$ cat config.mk
export PLATFORM = sky130hd
export DESIGN_NAME = tpc_port
export DESIGN_NICKNAME = d
export VERILOG_FILES = /design/src/rtl/tpc_port.v /design/src/rtl/tpc_mem.v /design/src/rtl/tpc_fifo.v
export VERILOG_INCLUDE_DIRS = /design/src /design/src/rtl
export SDC_FILE = /design/constraint.sdc
export NUM_CORES = 1
export LEC_CHECK = 0
export BUFFER_PORTS_ARGS = -buffer_cell sky130_fd_sc_hd__buf_2
export CORE_MARGIN = 4
export CORE_UTILIZATION = 59
export CTS_BUF_LIST = sky130_fd_sc_hd__clkbuf_8
export CTS_CLUSTER_SIZE = 30
export DETAILED_ROUTE_END_ITERATION = 7
export GPL_TIMING_DRIVEN = 0
export PLACE_DENSITY_LB_ADDON = 0.1
export RECOVER_POWER = 50
export SLEW_MARGIN = 0
export SYNTH_ARGS = -nofsm -noshare
export SYNTH_HDL_FRONTEND = slang
export SYNTH_SLANG_ARGS = --single-unit
$ cat constraint.sdc
create_clock -name sys_clk -period 11.8 [get_ports sys_clk]
set_input_delay 1.18 -clock sys_clk [delete_from_list [all_inputs] [get_ports sys_clk]]
set_output_delay 1.18 -clock sys_clk [all_outputs]
set_load 0.02 [all_outputs]
$ cat src/rtl/tpc_regs.vh
// Function
// write accepted only with key 0x55AA
// hold 8-bit general interrupt port number
// state_retain keeps side state when stopped
// reset bit resets port, write-only
// general interrupt access on sequence end/error (code: non-repeating transmit end or first error only, not receive end)
// timecode interrupt unless received flag set
// sequence interrupt at end and first error
// error mask until correct header received
// stop-on-error halts and ends both sequences
// transfers need port enable
// read flags sampled before pop
// read pops only when available, enabled, stopped
// input window at eight word addresses
// write pushes only when room, enabled, stopped
// output window at eight word addresses
// output window reads as zero
`ifndef TPC_REGS_VH
`define TPC_REGS_VH
`define TPC_ADDR_W 32
`define TPC_PROTECTION_KEY_ADDR 32'hffe0_025c
`define TPC_RUN_ADDR 32'hffe0_0260
`define TPC_STAT_ADDR 32'hffe0_0264
`define TPC_DIN_BASE 32'hffe0_0280
`define TPC_DOUT_BASE 32'hffe0_02a0
`define TPC_WIN_MASK 32'hffff_ffe3
`define TPC_KEY 16'h55aa
`define TPC_KEY_MSB 31
`define TPC_KEY_LSB 16
`define TPC_GPORT_MSB 15
`define TPC_GPORT_LSB 8
`define TPC_GPORT_RST 8'h1f
`define TPC_BIT_RETAIN 7
`define TPC_BIT_RST 6
`define TPC_BIT_GENERAL_IRQ_GENERATE 5
`define TPC_BIT_TIMECODE_IRQ_ENABLE 4
`define TPC_BIT_IE 3
`define TPC_BIT_MASK 2
`define TPC_BIT_STOP 1
`define TPC_BIT_EN 0
`define TPC_BIT_TXRUN 0
`define TPC_BIT_RXRUN 1
`define TPC_BIT_AR 2
`define TPC_ST_TXF 0
`define TPC_ST_TX_FIFO_ALMOST_FULL 1
`define TPC_ST_RX_CHAR_AVAILABLE 2
`define TPC_ST_RX_ALMOST_EMPTY 3
`define TPC_ST_ERR 4
`define TPC_BIT_RX_ALMOST_EMPTY 10
`define TPC_BIT_RX_CHAR_AVAILABLE 9
`define TPC_CHAR_W 9
`define TPC_FIFO_DEPTH 8
`define TPC_AE_LEVEL 1
`endif

$ cat src/rtl/tpc_port.v
`include "tpc_regs.vh"
`timescale 1ns/1ps
`default_nettype none
module tpc_port #(
    parameter DEPTH = `TPC_FIFO_DEPTH,
    parameter AW = 3
) (
    input wire sys_clk,
    input wire reset_n,
    input wire [31:0] reg_addr,
    input wire [31:0] reg_wdata,
    input wire reg_wr,
    input wire reg_rd,
    output reg [31:0] reg_rdata_ff,
    output wire tx_char_valid,
    input wire tx_char_ready,
    output wire [8:0] tx_char_data,
    input wire rx_char_valid,
    output wire rx_char_ready,
    input wire [8:0] rx_char_data,
    input wire seq_tx_done,
    input wire seq_rx_done,
    input wire rx_error,
    input wire rx_header_ok,
    input wire timecode_in,
    input wire timecode_received_flag,
    output reg bus_irq_ff,
    output reg gen_irq_req_ff,
    output reg [7:0] gen_irq_port_ff,
    output reg tx_halt_ff,
    output reg rx_halt_ff,
    output wire tx_state_clear,
    output wire rx_state_clear,
    output wire port_enable
);
    ////////////////////////////////////////////////////////////////
    // control registers
    reg [7:0] general_irq_port_number_ff;
    reg state_retain_ff;
    reg general_irq_generate_ff;
    reg timecode_irq_enable_ff;
    reg sequence_irq_enable_ff;
    reg err_mask_ff;
    reg stop_on_err_ff;
    reg enable_ff;
    reg tx_sequence_run_ff;
    reg rx_sequence_run_ff;
    reg auto_repeat_ff;
    reg soft_rst_ff;
    reg header_seen_ff;
    reg err_seen_ff;
    // sync of pin-level inputs
    reg [1:0] err_sync_ff;
    reg [1:0] hdr_sync_ff;
    reg [1:0] tc_sync_ff;
    reg [1:0] txd_sync_ff;
    reg [1:0] rxd_sync_ff;
    reg [1:0] tcf_sync_ff;
    reg tc_prev_ff;
    reg txd_prev_ff;
    reg rxd_prev_ff;

    function hit_win;
        input [31:0] a;
        input [31:0] base;
        begin
            hit_win = ((a & `TPC_WIN_MASK) == base);
        end
    endfunction

    wire protection_key_wr;
    wire run_wr;
    wire din_rd;
    wire dout_wr;
    wire tx_in_ready;
    wire rx_out_valid;
    wire [8:0] rx_out_data;
    wire [AW:0] tx_level;
    wire [AW:0] rx_level;
    wire rx_pop;
    wire tx_push;
    wire err_ev;
    wire tc_ev;
    wire txd_ev;
    wire rxd_ev;
    wire flush;
    wire key_ok;

    // fifo handshake before the enable gate
    wire tx_out_valid;
    wire rx_in_ready;

    assign key_ok = (reg_wdata[`TPC_KEY_MSB:`TPC_KEY_LSB] == `TPC_KEY);
    assign protection_key_wr = reg_wr && (reg_addr == `TPC_PROTECTION_KEY_ADDR) && key_ok;
    assign run_wr = reg_wr && (reg_addr == `TPC_RUN_ADDR);
    assign din_rd = reg_rd && hit_win(reg_addr, `TPC_DIN_BASE);
    assign dout_wr = reg_wr && hit_win(reg_addr, `TPC_DOUT_BASE);
    assign port_enable = enable_ff;
    assign flush = soft_rst_ff;
    assign rx_pop = din_rd && rx_out_valid && enable_ff && !rx_sequence_run_ff;
    assign tx_push = dout_wr && tx_in_ready && enable_ff && !tx_sequence_run_ff;

    // no handshake toward the router while off: nothing lost or sent twice
    assign tx_char_valid = tx_out_valid && enable_ff;
    assign rx_char_ready = rx_in_ready && enable_ff;


    ////////////////////////////////////////////////////////////////
    // character fifos
    tpc_fifo #(.WIDTH(`TPC_CHAR_W), .DEPTH(DEPTH), .AW(AW)) u_tx_fifo (
        .sys_clk(sys_clk),
        .reset_n(reset_n),
        .flush(flush),
        .in_valid(tx_push),
        .in_ready(tx_in_ready),
        .in_data(reg_wdata[8:0]),
        .out_valid(tx_out_valid),
        .out_ready(tx_char_ready && enable_ff),
        .out_data(tx_char_data),
        .level(tx_level)
    );
    tpc_fifo #(.WIDTH(`TPC_CHAR_W), .DEPTH(DEPTH), .AW(AW)) u_rx_fifo (
        .sys_clk(sys_clk),
        .reset_n(reset_n),
        .flush(flush),
        .in_valid(rx_char_valid && enable_ff),
        .in_ready(rx_in_ready),
        .in_data(rx_char_data),
        .out_valid(rx_out_valid),
        .out_ready(rx_pop),
        .out_data(rx_out_data),
        .level(rx_level)
    );

    ////////////////////////////////////////////////////////////////
    // event synchronisers
    always @(posedge sys_clk or negedge reset_n) begin
        if (!reset_n) begin
            err_sync_ff <= 2'h0;
            hdr_sync_ff <= 2'h0;
            tc_sync_ff <= 2'h0;
            txd_sync_ff <= 2'h0;
            rxd_sync_ff <= 2'h0;
            tcf_sync_ff <= 2'h0;
            tc_prev_ff <= 1'b0;
            txd_prev_ff <= 1'b0;
            rxd_prev_ff <= 1'b0;
        end else begin
            err_sync_ff <= {err_sync_ff[0], rx_error};
            hdr_sync_ff <= {hdr_sync_ff[0], rx_header_ok};
            tc_sync_ff <= {tc_sync_ff[0], timecode_in};
            txd_sync_ff <= {txd_sync_ff[0], seq_tx_done};
            rxd_sync_ff <= {rxd_sync_ff[0], seq_rx_done};
            tcf_sync_ff <= {tcf_sync_ff[0], timecode_received_flag};
            tc_prev_ff <= tc_sync_ff[1];
            txd_prev_ff <= txd_sync_ff[1];
            rxd_prev_ff <= rxd_sync_ff[1];
        end
    end
    assign tc_ev = tc_sync_ff[1] && !tc_prev_ff;
    assign txd_ev = txd_sync_ff[1] && !txd_prev_ff;
    assign rxd_ev = rxd_sync_ff[1] && !rxd_prev_ff;
    // errors count only after a good header while masked
    assign err_ev = err_sync_ff[1] && (!err_mask_ff || header_seen_ff) && enable_ff;
    wire first_err;
    assign first_err = err_ev && stop_on_err_ff && !err_seen_ff;

    ////////////////////////////////////////////////////////////////
    // control register writes
    always @(posedge sys_clk or negedge reset_n) begin
        if (!reset_n) begin
            general_irq_port_number_ff <= `TPC_GPORT_RST;
            state_retain_ff <= 1'b0;
            general_irq_generate_ff <= 1'b0;
            timecode_irq_enable_ff <= 1'b0;
            sequence_irq_enable_ff <= 1'b0;
            err_mask_ff <= 1'b0;
            stop_on_err_ff <= 1'b0;
            enable_ff <= 1'b0;
            soft_rst_ff <= 1'b0;
        end else begin
            // one-cycle strobe, never reads back
            soft_rst_ff <= protection_key_wr && reg_wdata[`TPC_BIT_RST];
            if (soft_rst_ff) begin
                general_irq_port_number_ff <= `TPC_GPORT_RST;
                state_retain_ff <= 1'b0;
                general_irq_generate_ff <= 1'b0;
                timecode_irq_enable_ff <= 1'b0;
                sequence_irq_enable_ff <= 1'b0;
                err_mask_ff <= 1'b0;
                stop_on_err_ff <= 1'b0;
                enable_ff <= 1'b0;
            end else if (protection_key_wr) begin
                general_irq_port_number_ff <= reg_wdata[`TPC_GPORT_MSB:`TPC_GPORT_LSB];
                state_retain_ff <= reg_wdata[`TPC_BIT_RETAIN];
                general_irq_generate_ff <= reg_wdata[`TPC_BIT_GENERAL_IRQ_GENERATE];
                timecode_irq_enable_ff <= reg_wdata[`TPC_BIT_TIMECODE_IRQ_ENABLE];
                sequence_irq_enable_ff <= reg_wdata[`TPC_BIT_IE];
                err_mask_ff <= reg_wdata[`TPC_BIT_MASK];
                stop_on_err_ff <= reg_wdata[`TPC_BIT_STOP];
                enable_ff <= reg_wdata[`TPC_BIT_EN];
            end
        end
    end

    ////////////////////////////////////////////////////////////////
    // sequence run bits, error stop, state clear
    reg tx_clr_ff;
    reg rx_clr_ff;
    always @(posedge sys_clk or negedge reset_n) begin
        if (!reset_n) begin
            tx_sequence_run_ff <= 1'b0;
            rx_sequence_run_ff <= 1'b0;
            auto_repeat_ff <= 1'b0;
            header_seen_ff <= 1'b0;
            err_seen_ff <= 1'b0;
            tx_halt_ff <= 1'b0;
            rx_halt_ff <= 1'b0;
            tx_clr_ff <= 1'b0;
            rx_clr_ff <= 1'b0;
        end else if (soft_rst_ff) begin
            tx_sequence_run_ff <= 1'b0;
            rx_sequence_run_ff <= 1'b0;
            auto_repeat_ff <= 1'b0;
            header_seen_ff <= 1'b0;
            err_seen_ff <= 1'b0;
            tx_halt_ff <= 1'b0;
            rx_halt_ff <= 1'b0;
            tx_clr_ff <= 1'b1;
            rx_clr_ff <= 1'b1;
        end else begin
            tx_clr_ff <= 1'b0;
            rx_clr_ff <= 1'b0;
            if (hdr_sync_ff[1]) begin
                header_seen_ff <= 1'b1;
            end
            if (first_err) begin
                err_seen_ff <= 1'b1;
                tx_halt_ff <= 1'b1;
                rx_halt_ff <= 1'b1;
                tx_sequence_run_ff <= 1'b0;
                rx_sequence_run_ff <= 1'b0;
                // retain bit keeps side state through the error stop
                tx_clr_ff <= !state_retain_ff;
                rx_clr_ff <= !state_retain_ff;
            end else if (run_wr) begin
                tx_sequence_run_ff <= reg_wdata[`TPC_BIT_TXRUN];
                rx_sequence_run_ff <= reg_wdata[`TPC_BIT_RXRUN];
                auto_repeat_ff <= reg_wdata[`TPC_BIT_AR];
                tx_clr_ff <= tx_sequence_run_ff && !reg_wdata[`TPC_BIT_TXRUN] && !state_retain_ff;
                rx_clr_ff <= rx_sequence_run_ff && !reg_wdata[`TPC_BIT_RXRUN] && !state_retain_ff;
                if (reg_wdata[`TPC_BIT_TXRUN] || reg_wdata[`TPC_BIT_RXRUN]) begin
                    err_seen_ff <= 1'b0;
                    // a header in this very cycle still counts
                    header_seen_ff <= hdr_sync_ff[1];
                    tx_halt_ff <= 1'b0;
                    rx_halt_ff <= 1'b0;
                end
            end else begin
                if (txd_ev && !auto_repeat_ff) begin
                    tx_sequence_run_ff <= 1'b0;
                end
                if (rxd_ev) begin
                    rx_sequence_run_ff <= 1'b0;
                end
            end
        end
    end
    assign tx_state_clear = tx_clr_ff;
    assign rx_state_clear = rx_clr_ff;

    ////////////////////////////////////////////////////////////////
    // interrupts toward bus and router
    wire seq_irq_ev;
    wire tc_irq_ev;
    wire gen_irq_ev;
    assign seq_irq_ev = sequence_irq_enable_ff && (txd_ev || rxd_ev || first_err);
    assign tc_irq_ev = timecode_irq_enable_ff && tc_ev && !tcf_sync_ff[1];
    // router interrupt only on a non-repeating transmit end or the first error
    assign gen_irq_ev = general_irq_generate_ff && ((txd_ev && !auto_repeat_ff) || first_err);

    always @(posedge sys_clk or negedge reset_n) begin
        if (!reset_n) begin
            bus_irq_ff <= 1'b0;
            gen_irq_req_ff <= 1'b0;
            gen_irq_port_ff <= 8'h00;
        end else begin
            bus_irq_ff <= seq_irq_ev || tc_irq_ev;
            gen_irq_req_ff <= gen_irq_ev;
            gen_irq_port_ff <= general_irq_port_number_ff;
        end
    end

    ////////////////////////////////////////////////////////////////
    // read path
    wire rx_ae;
    assign rx_ae = (rx_level <= `TPC_AE_LEVEL);
    wire tx_af;
    assign tx_af = (tx_level >= DEPTH - 1);
    always @(posedge sys_clk or negedge reset_n) begin
        if (!reset_n) begin
            reg_rdata_ff <= 32'h0000_0000;
        end else if (reg_rd) begin
            reg_rdata_ff <= 32'h0000_0000;
            if (reg_addr == `TPC_PROTECTION_KEY_ADDR) begin
                reg_rdata_ff[`TPC_GPORT_MSB:`TPC_GPORT_LSB] <= general_irq_port_number_ff;
                reg_rdata_ff[`TPC_BIT_RETAIN] <= state_retain_ff;
                reg_rdata_ff[`TPC_BIT_GENERAL_IRQ_GENERATE] <= general_irq_generate_ff;
                reg_rdata_ff[`TPC_BIT_TIMECODE_IRQ_ENABLE] <= timecode_irq_enable_ff;
                reg_rdata_ff[`TPC_BIT_IE] <= sequence_irq_enable_ff;
                reg_rdata_ff[`TPC_BIT_MASK] <= err_mask_ff;
                reg_rdata_ff[`TPC_BIT_STOP] <= stop_on_err_ff;
                reg_rdata_ff[`TPC_BIT_EN] <= enable_ff;
            end else if (reg_addr == `TPC_RUN_ADDR) begin
                reg_rdata_ff[`TPC_BIT_TXRUN] <= tx_sequence_run_ff;
                reg_rdata_ff[`TPC_BIT_RXRUN] <= rx_sequence_run_ff;
                reg_rdata_ff[`TPC_BIT_AR] <= auto_repeat_ff;
            end else if (reg_addr == `TPC_STAT_ADDR) begin
                // status word: fifo full, almost-full, available and almost-empty flags and sticky error
                reg_rdata_ff[`TPC_ST_TXF] <= !tx_in_ready;
                reg_rdata_ff[`TPC_ST_TX_FIFO_ALMOST_FULL] <= tx_af;
                reg_rdata_ff[`TPC_ST_RX_CHAR_AVAILABLE] <= rx_out_valid;
                reg_rdata_ff[`TPC_ST_RX_ALMOST_EMPTY] <= rx_ae;
                reg_rdata_ff[`TPC_ST_ERR] <= err_seen_ff;
            end else if (din_rd) begin
                reg_rdata_ff[`TPC_BIT_RX_ALMOST_EMPTY] <= rx_ae;
                reg_rdata_ff[`TPC_BIT_RX_CHAR_AVAILABLE] <= rx_out_valid;
                if (rx_pop) begin
                    reg_rdata_ff[8:0] <= rx_out_data;
                end
            end
        end
    end
endmodule
`default_nettype wire

$ cat src/rtl/tpc_mem.v
`timescale 1ns/1ps
`default_nettype none
module tpc_mem #(
    parameter WIDTH = 9,
    parameter DEPTH = 8,
    parameter AW = 3
) (
    input wire sys_clk,
    input wire wr_en,
    input wire [AW-1:0] wr_addr,
    input wire [WIDTH-1:0] wr_data,
    input wire [AW-1:0] rd_addr,
    output reg [WIDTH-1:0] rd_data_ff
);
    reg [WIDTH-1:0] mem [0:DEPTH-1];
    always @(posedge sys_clk) begin
        if (wr_en) begin
            mem[wr_addr] <= wr_data;
        end
        rd_data_ff <= mem[rd_addr];
    end
endmodule
`default_nettype wire

$ cat src/rtl/tpc_fifo.v
`timescale 1ns/1ps
`default_nettype none
module tpc_fifo #(
    parameter WIDTH = 9,
    parameter DEPTH = 8,
    parameter AW = 3
) (
    input wire sys_clk,
    input wire reset_n,
    input wire flush,
    input wire in_valid,
    output wire in_ready,
    input wire [WIDTH-1:0] in_data,
    output wire out_valid,
    input wire out_ready,
    output wire [WIDTH-1:0] out_data,
    output wire [AW:0] level
);
    reg [AW:0] wp_ff;
    reg [AW:0] rp_ff;
    wire push;
    wire pop;
    wire [AW:0] nxt_rp;
    wire [WIDTH-1:0] mem_q;
    assign level = wp_ff - rp_ff;
    assign in_ready = (level != DEPTH[AW:0]);
    assign out_valid = (level != {(AW+1){1'b0}});
    assign push = in_valid && in_ready;
    assign pop = out_valid && out_ready;
    assign nxt_rp = pop ? rp_ff + 1'b1 : rp_ff;
    // read data registered from lookahead pointer
    tpc_mem #(.WIDTH(WIDTH), .DEPTH(DEPTH), .AW(AW)) u_mem (
        .sys_clk(sys_clk),
        .wr_en(push),
        .wr_addr(wp_ff[AW-1:0]),
        .wr_data(in_data),
        .rd_addr(nxt_rp[AW-1:0]),
        .rd_data_ff(mem_q)
    );
    reg byp_ff;
    reg [WIDTH-1:0] byp_data_ff;
    // a push into the slot being fetched bypasses the stale memory word
    assign out_data = byp_ff ? byp_data_ff : mem_q;
    always @(posedge sys_clk or negedge reset_n) begin
        if (!reset_n) begin
            wp_ff <= {(AW+1){1'b0}};
            rp_ff <= {(AW+1){1'b0}};
            byp_ff <= 1'b0;
            byp_data_ff <= {WIDTH{1'b0}};
        end else if (flush) begin
            wp_ff <= {(AW+1){1'b0}};
            rp_ff <= {(AW+1){1'b0}};
            byp_ff <= 1'b0;
        end else begin
            byp_ff <= push && (wp_ff[AW-1:0] == nxt_rp[AW-1:0]);
            if (push) begin
                wp_ff <= wp_ff + 1'b1;
                byp_data_ff <= in_data;
            end
            rp_ff <= nxt_rp;
        end
    end
endmodule
`default_nettype wire

==> flow_metrics.py <==
metrics = {
    "timing": {
        "slew_of_the_pin_with_the_lowest_slew_margin_ns": 3.21,
        "period_minus_slack_ns": 5.34,
        "finalSetupTns_ns": 0,
        "achievable-frequency_mhz": 187,
        "hold_slack_ns": 0.348,
        "timing.final.max_slew_violations": 103,
        "finalCritPeriodShare_pct": 45.3,
        "finalWorstSetupSlack_ns": 6.46,
        "max-slew-margin-rel_pct": -114,
        "worst_clock_skew_ns": 0.0300,
        "final-hold-violation-count": 0,
        "setup-violations-final": 0,
        "rsz0062_at_grt": "false",
    },
    "cts": {
        "ctsResizeCount": 0,
        "num_cts_buffers": 43,
        "hold_fix_buffer_count_after_cts": 0,
        "cell_at_the_root_of_the_clock_tree": "sky130_fd_sc_hd__clkbuf_8",
        "total_number_of_clock_tree_sinks": 262,
        "clockBufferDepth": 3,
        "cts_h_tree_depth": 2,
        "path_clk_slew_ns": 0.06,
        "post_cts.repair.setup_buffers": 0,
        "cts_tree": "built",
        "clkLatencyLatePin_ns": 0.55,
    },
    "pwr": {
        "combinationalPowerShare_pct": 2.9,
        "internal-power_mw": 1.39,
        "p_per_area_mw_per_mm2": 129,
        "power_switching_share_pct": 22.0,
        "power.share.clock_pct": 42.7,
        "power.leakage_nw": 5.45,
        "total_switching_power_uw": 394,
        "seqPwrFrac_pct": 54.5,
        "ir_worst_vdd_mv": 0.0875,
    },
    "yosys": {
        "synth-async-reset-ratio_pct": 38.2,
        "ys_dominant_reg_cell": "sky130_fd_sc_hd__edfxtp_1",
        "synth-edff-count": 144,
        "synthesis.area_per_instance_sq_um": 15.1,
        "synth_cell_types": 65,
        "synth_area_leaders": "sky130_fd_sc_hd__edfxtp_1 (36%), sky130_fd_sc_hd__dfrtp_1 (20%), sky130_fd_sc_hd__mux4_2 (14%), sky130_fd_sc_hd__mux2i_1 (4.7%), sky130_fd_sc_hd__mux2_2 (3.2%)",
        "synth.top_cells.by_count": "sky130_fd_sc_hd__edfxtp_1 (144), sky130_fd_sc_hd__dfrtp_1 (95), sky130_fd_sc_hd__mux4_2 (72)",
        "yosysMostFrequentCell": "sky130_fd_sc_hd__edfxtp_1",
        "yosys.area.top_type_share_pct": 36.1,
        "postSynthRegisterBits": 262,
        "post_synth_inst_count": 792,
        "synth_seq_area_share_pct": 60.0,
        "synthesized_cell_area_sq_mm": 0.0120,
        "yosys.area.top_type": "sky130_fd_sc_hd__edfxtp_1",
        "yosysWarnings": 0,
    },
    "route": {
        "detailedRoute.firstIterationViolations": 613,
        "ant_nets": 0,
        "dr_drc_count": 0,
        "drt_wl_total_mm": 29.6,
        "avgRoutedWirePerCell_um": 23.1,
        "drt_pass1_iterations": 5,
        "vias_per_cell": 6.11,
        "routed-via-count": 7833,
    },
    "grt": {
        "grt_overflow_total": 0,
        "grt_pass1_vias": 8274,
        "wire_length_of_the_first_global_routing_pass_mm": 45.8,
        "globalRouteTotalUtil_pct": 27.0,
        "grt_start_max_net_pins": 63,
        "number_of_antenna_violations_at_the_first_check_in_global_routing": 0,
    },
    "cells_and_area": {
        "fraction_of_final_layout_cells_with_drive_strength_greater_than_1_pct": 30.8,
        "antenna-diode-count": 0,
        "layout-area-overhead-vs-synth_pct": 15.8,
        "net_count_final": 1078,
        "stdcell_count": 1281,
    },
    "place": {
        "final_weighted_congestion_of_routability_driven_global_placement": 0.897,
        "place_ws_ns": 7.38,
        "place.detailed.instances": 1201,
        "hpwlAfterDp_mm": 20.6,
        "port_buffers": 126,
    },
    "die": {
        "rows": 51,
        "die_height_um": 151,
        "initial_utilization_pct": 60.8,
        "die_w_um": 151,
        "die_area_sq_mm": 0.0227,
        "core-area_sq_mm": 0.0197,
        "i_o_pins": 143,
    },
    "worst_setup_path": {
        "critical_path_class": "primary input to async pin",
        "worstSetupEndpointType": "async pin",
        "worstPathMaxFanout": 62,
        "worst_path_dominant_cell_family": "buffers and inverters",
        "worstSetupStartpointType": "primary input",
        "worst-path-buf-inv": 2,
        "timing.critical_path.slowest_stage_cell": "sky130_fd_sc_hd__clkbuf_1",
        "worst_ep_required_time_ns": 11.72,
        "critPathArrivalTime_ns": 5.26,
        "critical_path.cell_chain": "clkbuf_1 > clkbuf_1",
        "cp_slowest_stage_delay_ns": 2.35,
        "path_common_cell": "sky130_fd_sc_hd__clkbuf_1",
    },
    "worst_hold_path": {
        "worstHoldPathType": "flip-flop to flip-flop",
    },
    "status": {
        "violations": "capacitance limit, slew limit",
        "outcome": "finished, violations left",
    },
    "job": {
        "timing.max_cap.violations": 2,
    },
}
[registers in the layout (all words and copies together) (netlist names), 4 cells and up]
signal                      count
general_irq_port_number_ff      8
u_rx_fifo.rp_ff                 4
u_rx_fifo.wp_ff                 4
u_tx_fifo.u_mem.rd_data_ff      9
reg_rdata_ff                   16
u_rx_fifo.u_mem.rd_data_ff      9
u_rx_fifo.u_mem.mem            72
u_tx_fifo.rp_ff                 4
u_tx_fifo.u_mem.mem            72
u_tx_fifo.wp_ff                 4
u_rx_fifo.byp_data_ff           9
u_tx_fifo.byp_data_ff           9
gen_irq_port_ff                 8
[metal layers]
layer  up-vias  part of all wire [%]  global-route usage [%]
met4         0                   2.4                    7.91
met1      3990                    40                    36.0
li1       3394                     -                       -
met5         -                     0                       0
met3        61                   8.2                    5.93
met2       388                    50                    45.2
[area by class of cell]
class	instances	area [sq um]
buffer	62	319
clock buffer	49	674
clock inverter	31	168
fill	1340	5840
inverter	25	93.8
multi-input combinational	458	4470
sequential	262	7190
tap	265	332
timing repair buffer	129	627
[placed cells by master (no fill, tap or decap), drive strengths merged, types with 9 or more instances in the layout]
master / netlist / layout
inv: 25 / 45
mux2: 34 / 34
o21ai: 16 / 16
dfxtp: 18 / 18
clkbuf: 29 / 103
edfxtp: 144 / 144
buf: 33 / 137
nor3: 9 / 9
dfrtp: 95 / 95
nor2: 54 / 54
xnor2: 13 / 13
mux4: 72 / 72
nand3: 13 / 13
a21oi: 23 / 23
conb: 1 / 16
ha: 10 / 10
nor2b: 10 / 10
nand2: 30 / 30
mux2i: 56 / 56
[cell families (layout without fill, tap and decap cells)]
family / count (synthesis) / count (layout) / share of synthesized area, %
adder cells (fa/ha/maj): 12 / 12 / 1.38
AO/OA/AOI/OAI: 80 / 80 / 4.42
buffers and inverters: 87 / 296 / 3.45
flip-flops: 262 / 262 / 60.0
AND/OR/NAND/NOR: 167 / 167 / 7.60
XOR/XNOR: 21 / 21 / 1.69
other: 1 / 16 / 0.0313
multiplexers: 162 / 162 / 21.4
[per-stage QoR]
step | util (%) | area, sq um | total power [mW]
after floorplan | - | 12000 | 1.01
after global placement | 65.9 | 13000 | 1.04
after detailed placement | 66.4 | 13100 | 1.04
after CTS | 70.7 | 13900 | 1.80
after global routing | 70.4 | 13900 | 1.85
final | 70.4 | 13900 | 1.79
[path summary, 6_finish.rpt]
| path | depth (start not counted) | from | slack (ns) | to |
|---|---|---|---|---|
| worst max-delay path | 2 | reset_n | 6.46 | gen_irq_port_ff[1] |
| worst min-delay path | 0 | txd_sync_ff[0] | 0.35 | txd_sync_ff[1] |
| worst max register to register | 9 | u_tx_fifo.rp_ff[1] | 7.45 | u_tx_fifo.u_mem.mem[3][6] |
| worst min register to register | 0 | txd_sync_ff[0] | 0.35 | txd_sync_ff[1] |
| max in group sys_clk | 9 | u_tx_fifo.rp_ff[1] | 7.07 | tx_char_valid |
| min in group asynchronous | 1 | reset_n | 1.34 | u_tx_fifo.byp_data_ff[7] |
[power by group through the flow]
stage               Sequential, mW  Clock, mW  Combinational, mW
detailed placement           0.991          0             0.0528
CTS                          0.973      0.775             0.0530
global placement             0.991          0             0.0496
finish                       0.973      0.763             0.0511
global route                 0.973      0.821             0.0562
floorplan                    0.993          0             0.0149
Power figures use the tool's default switching activity.
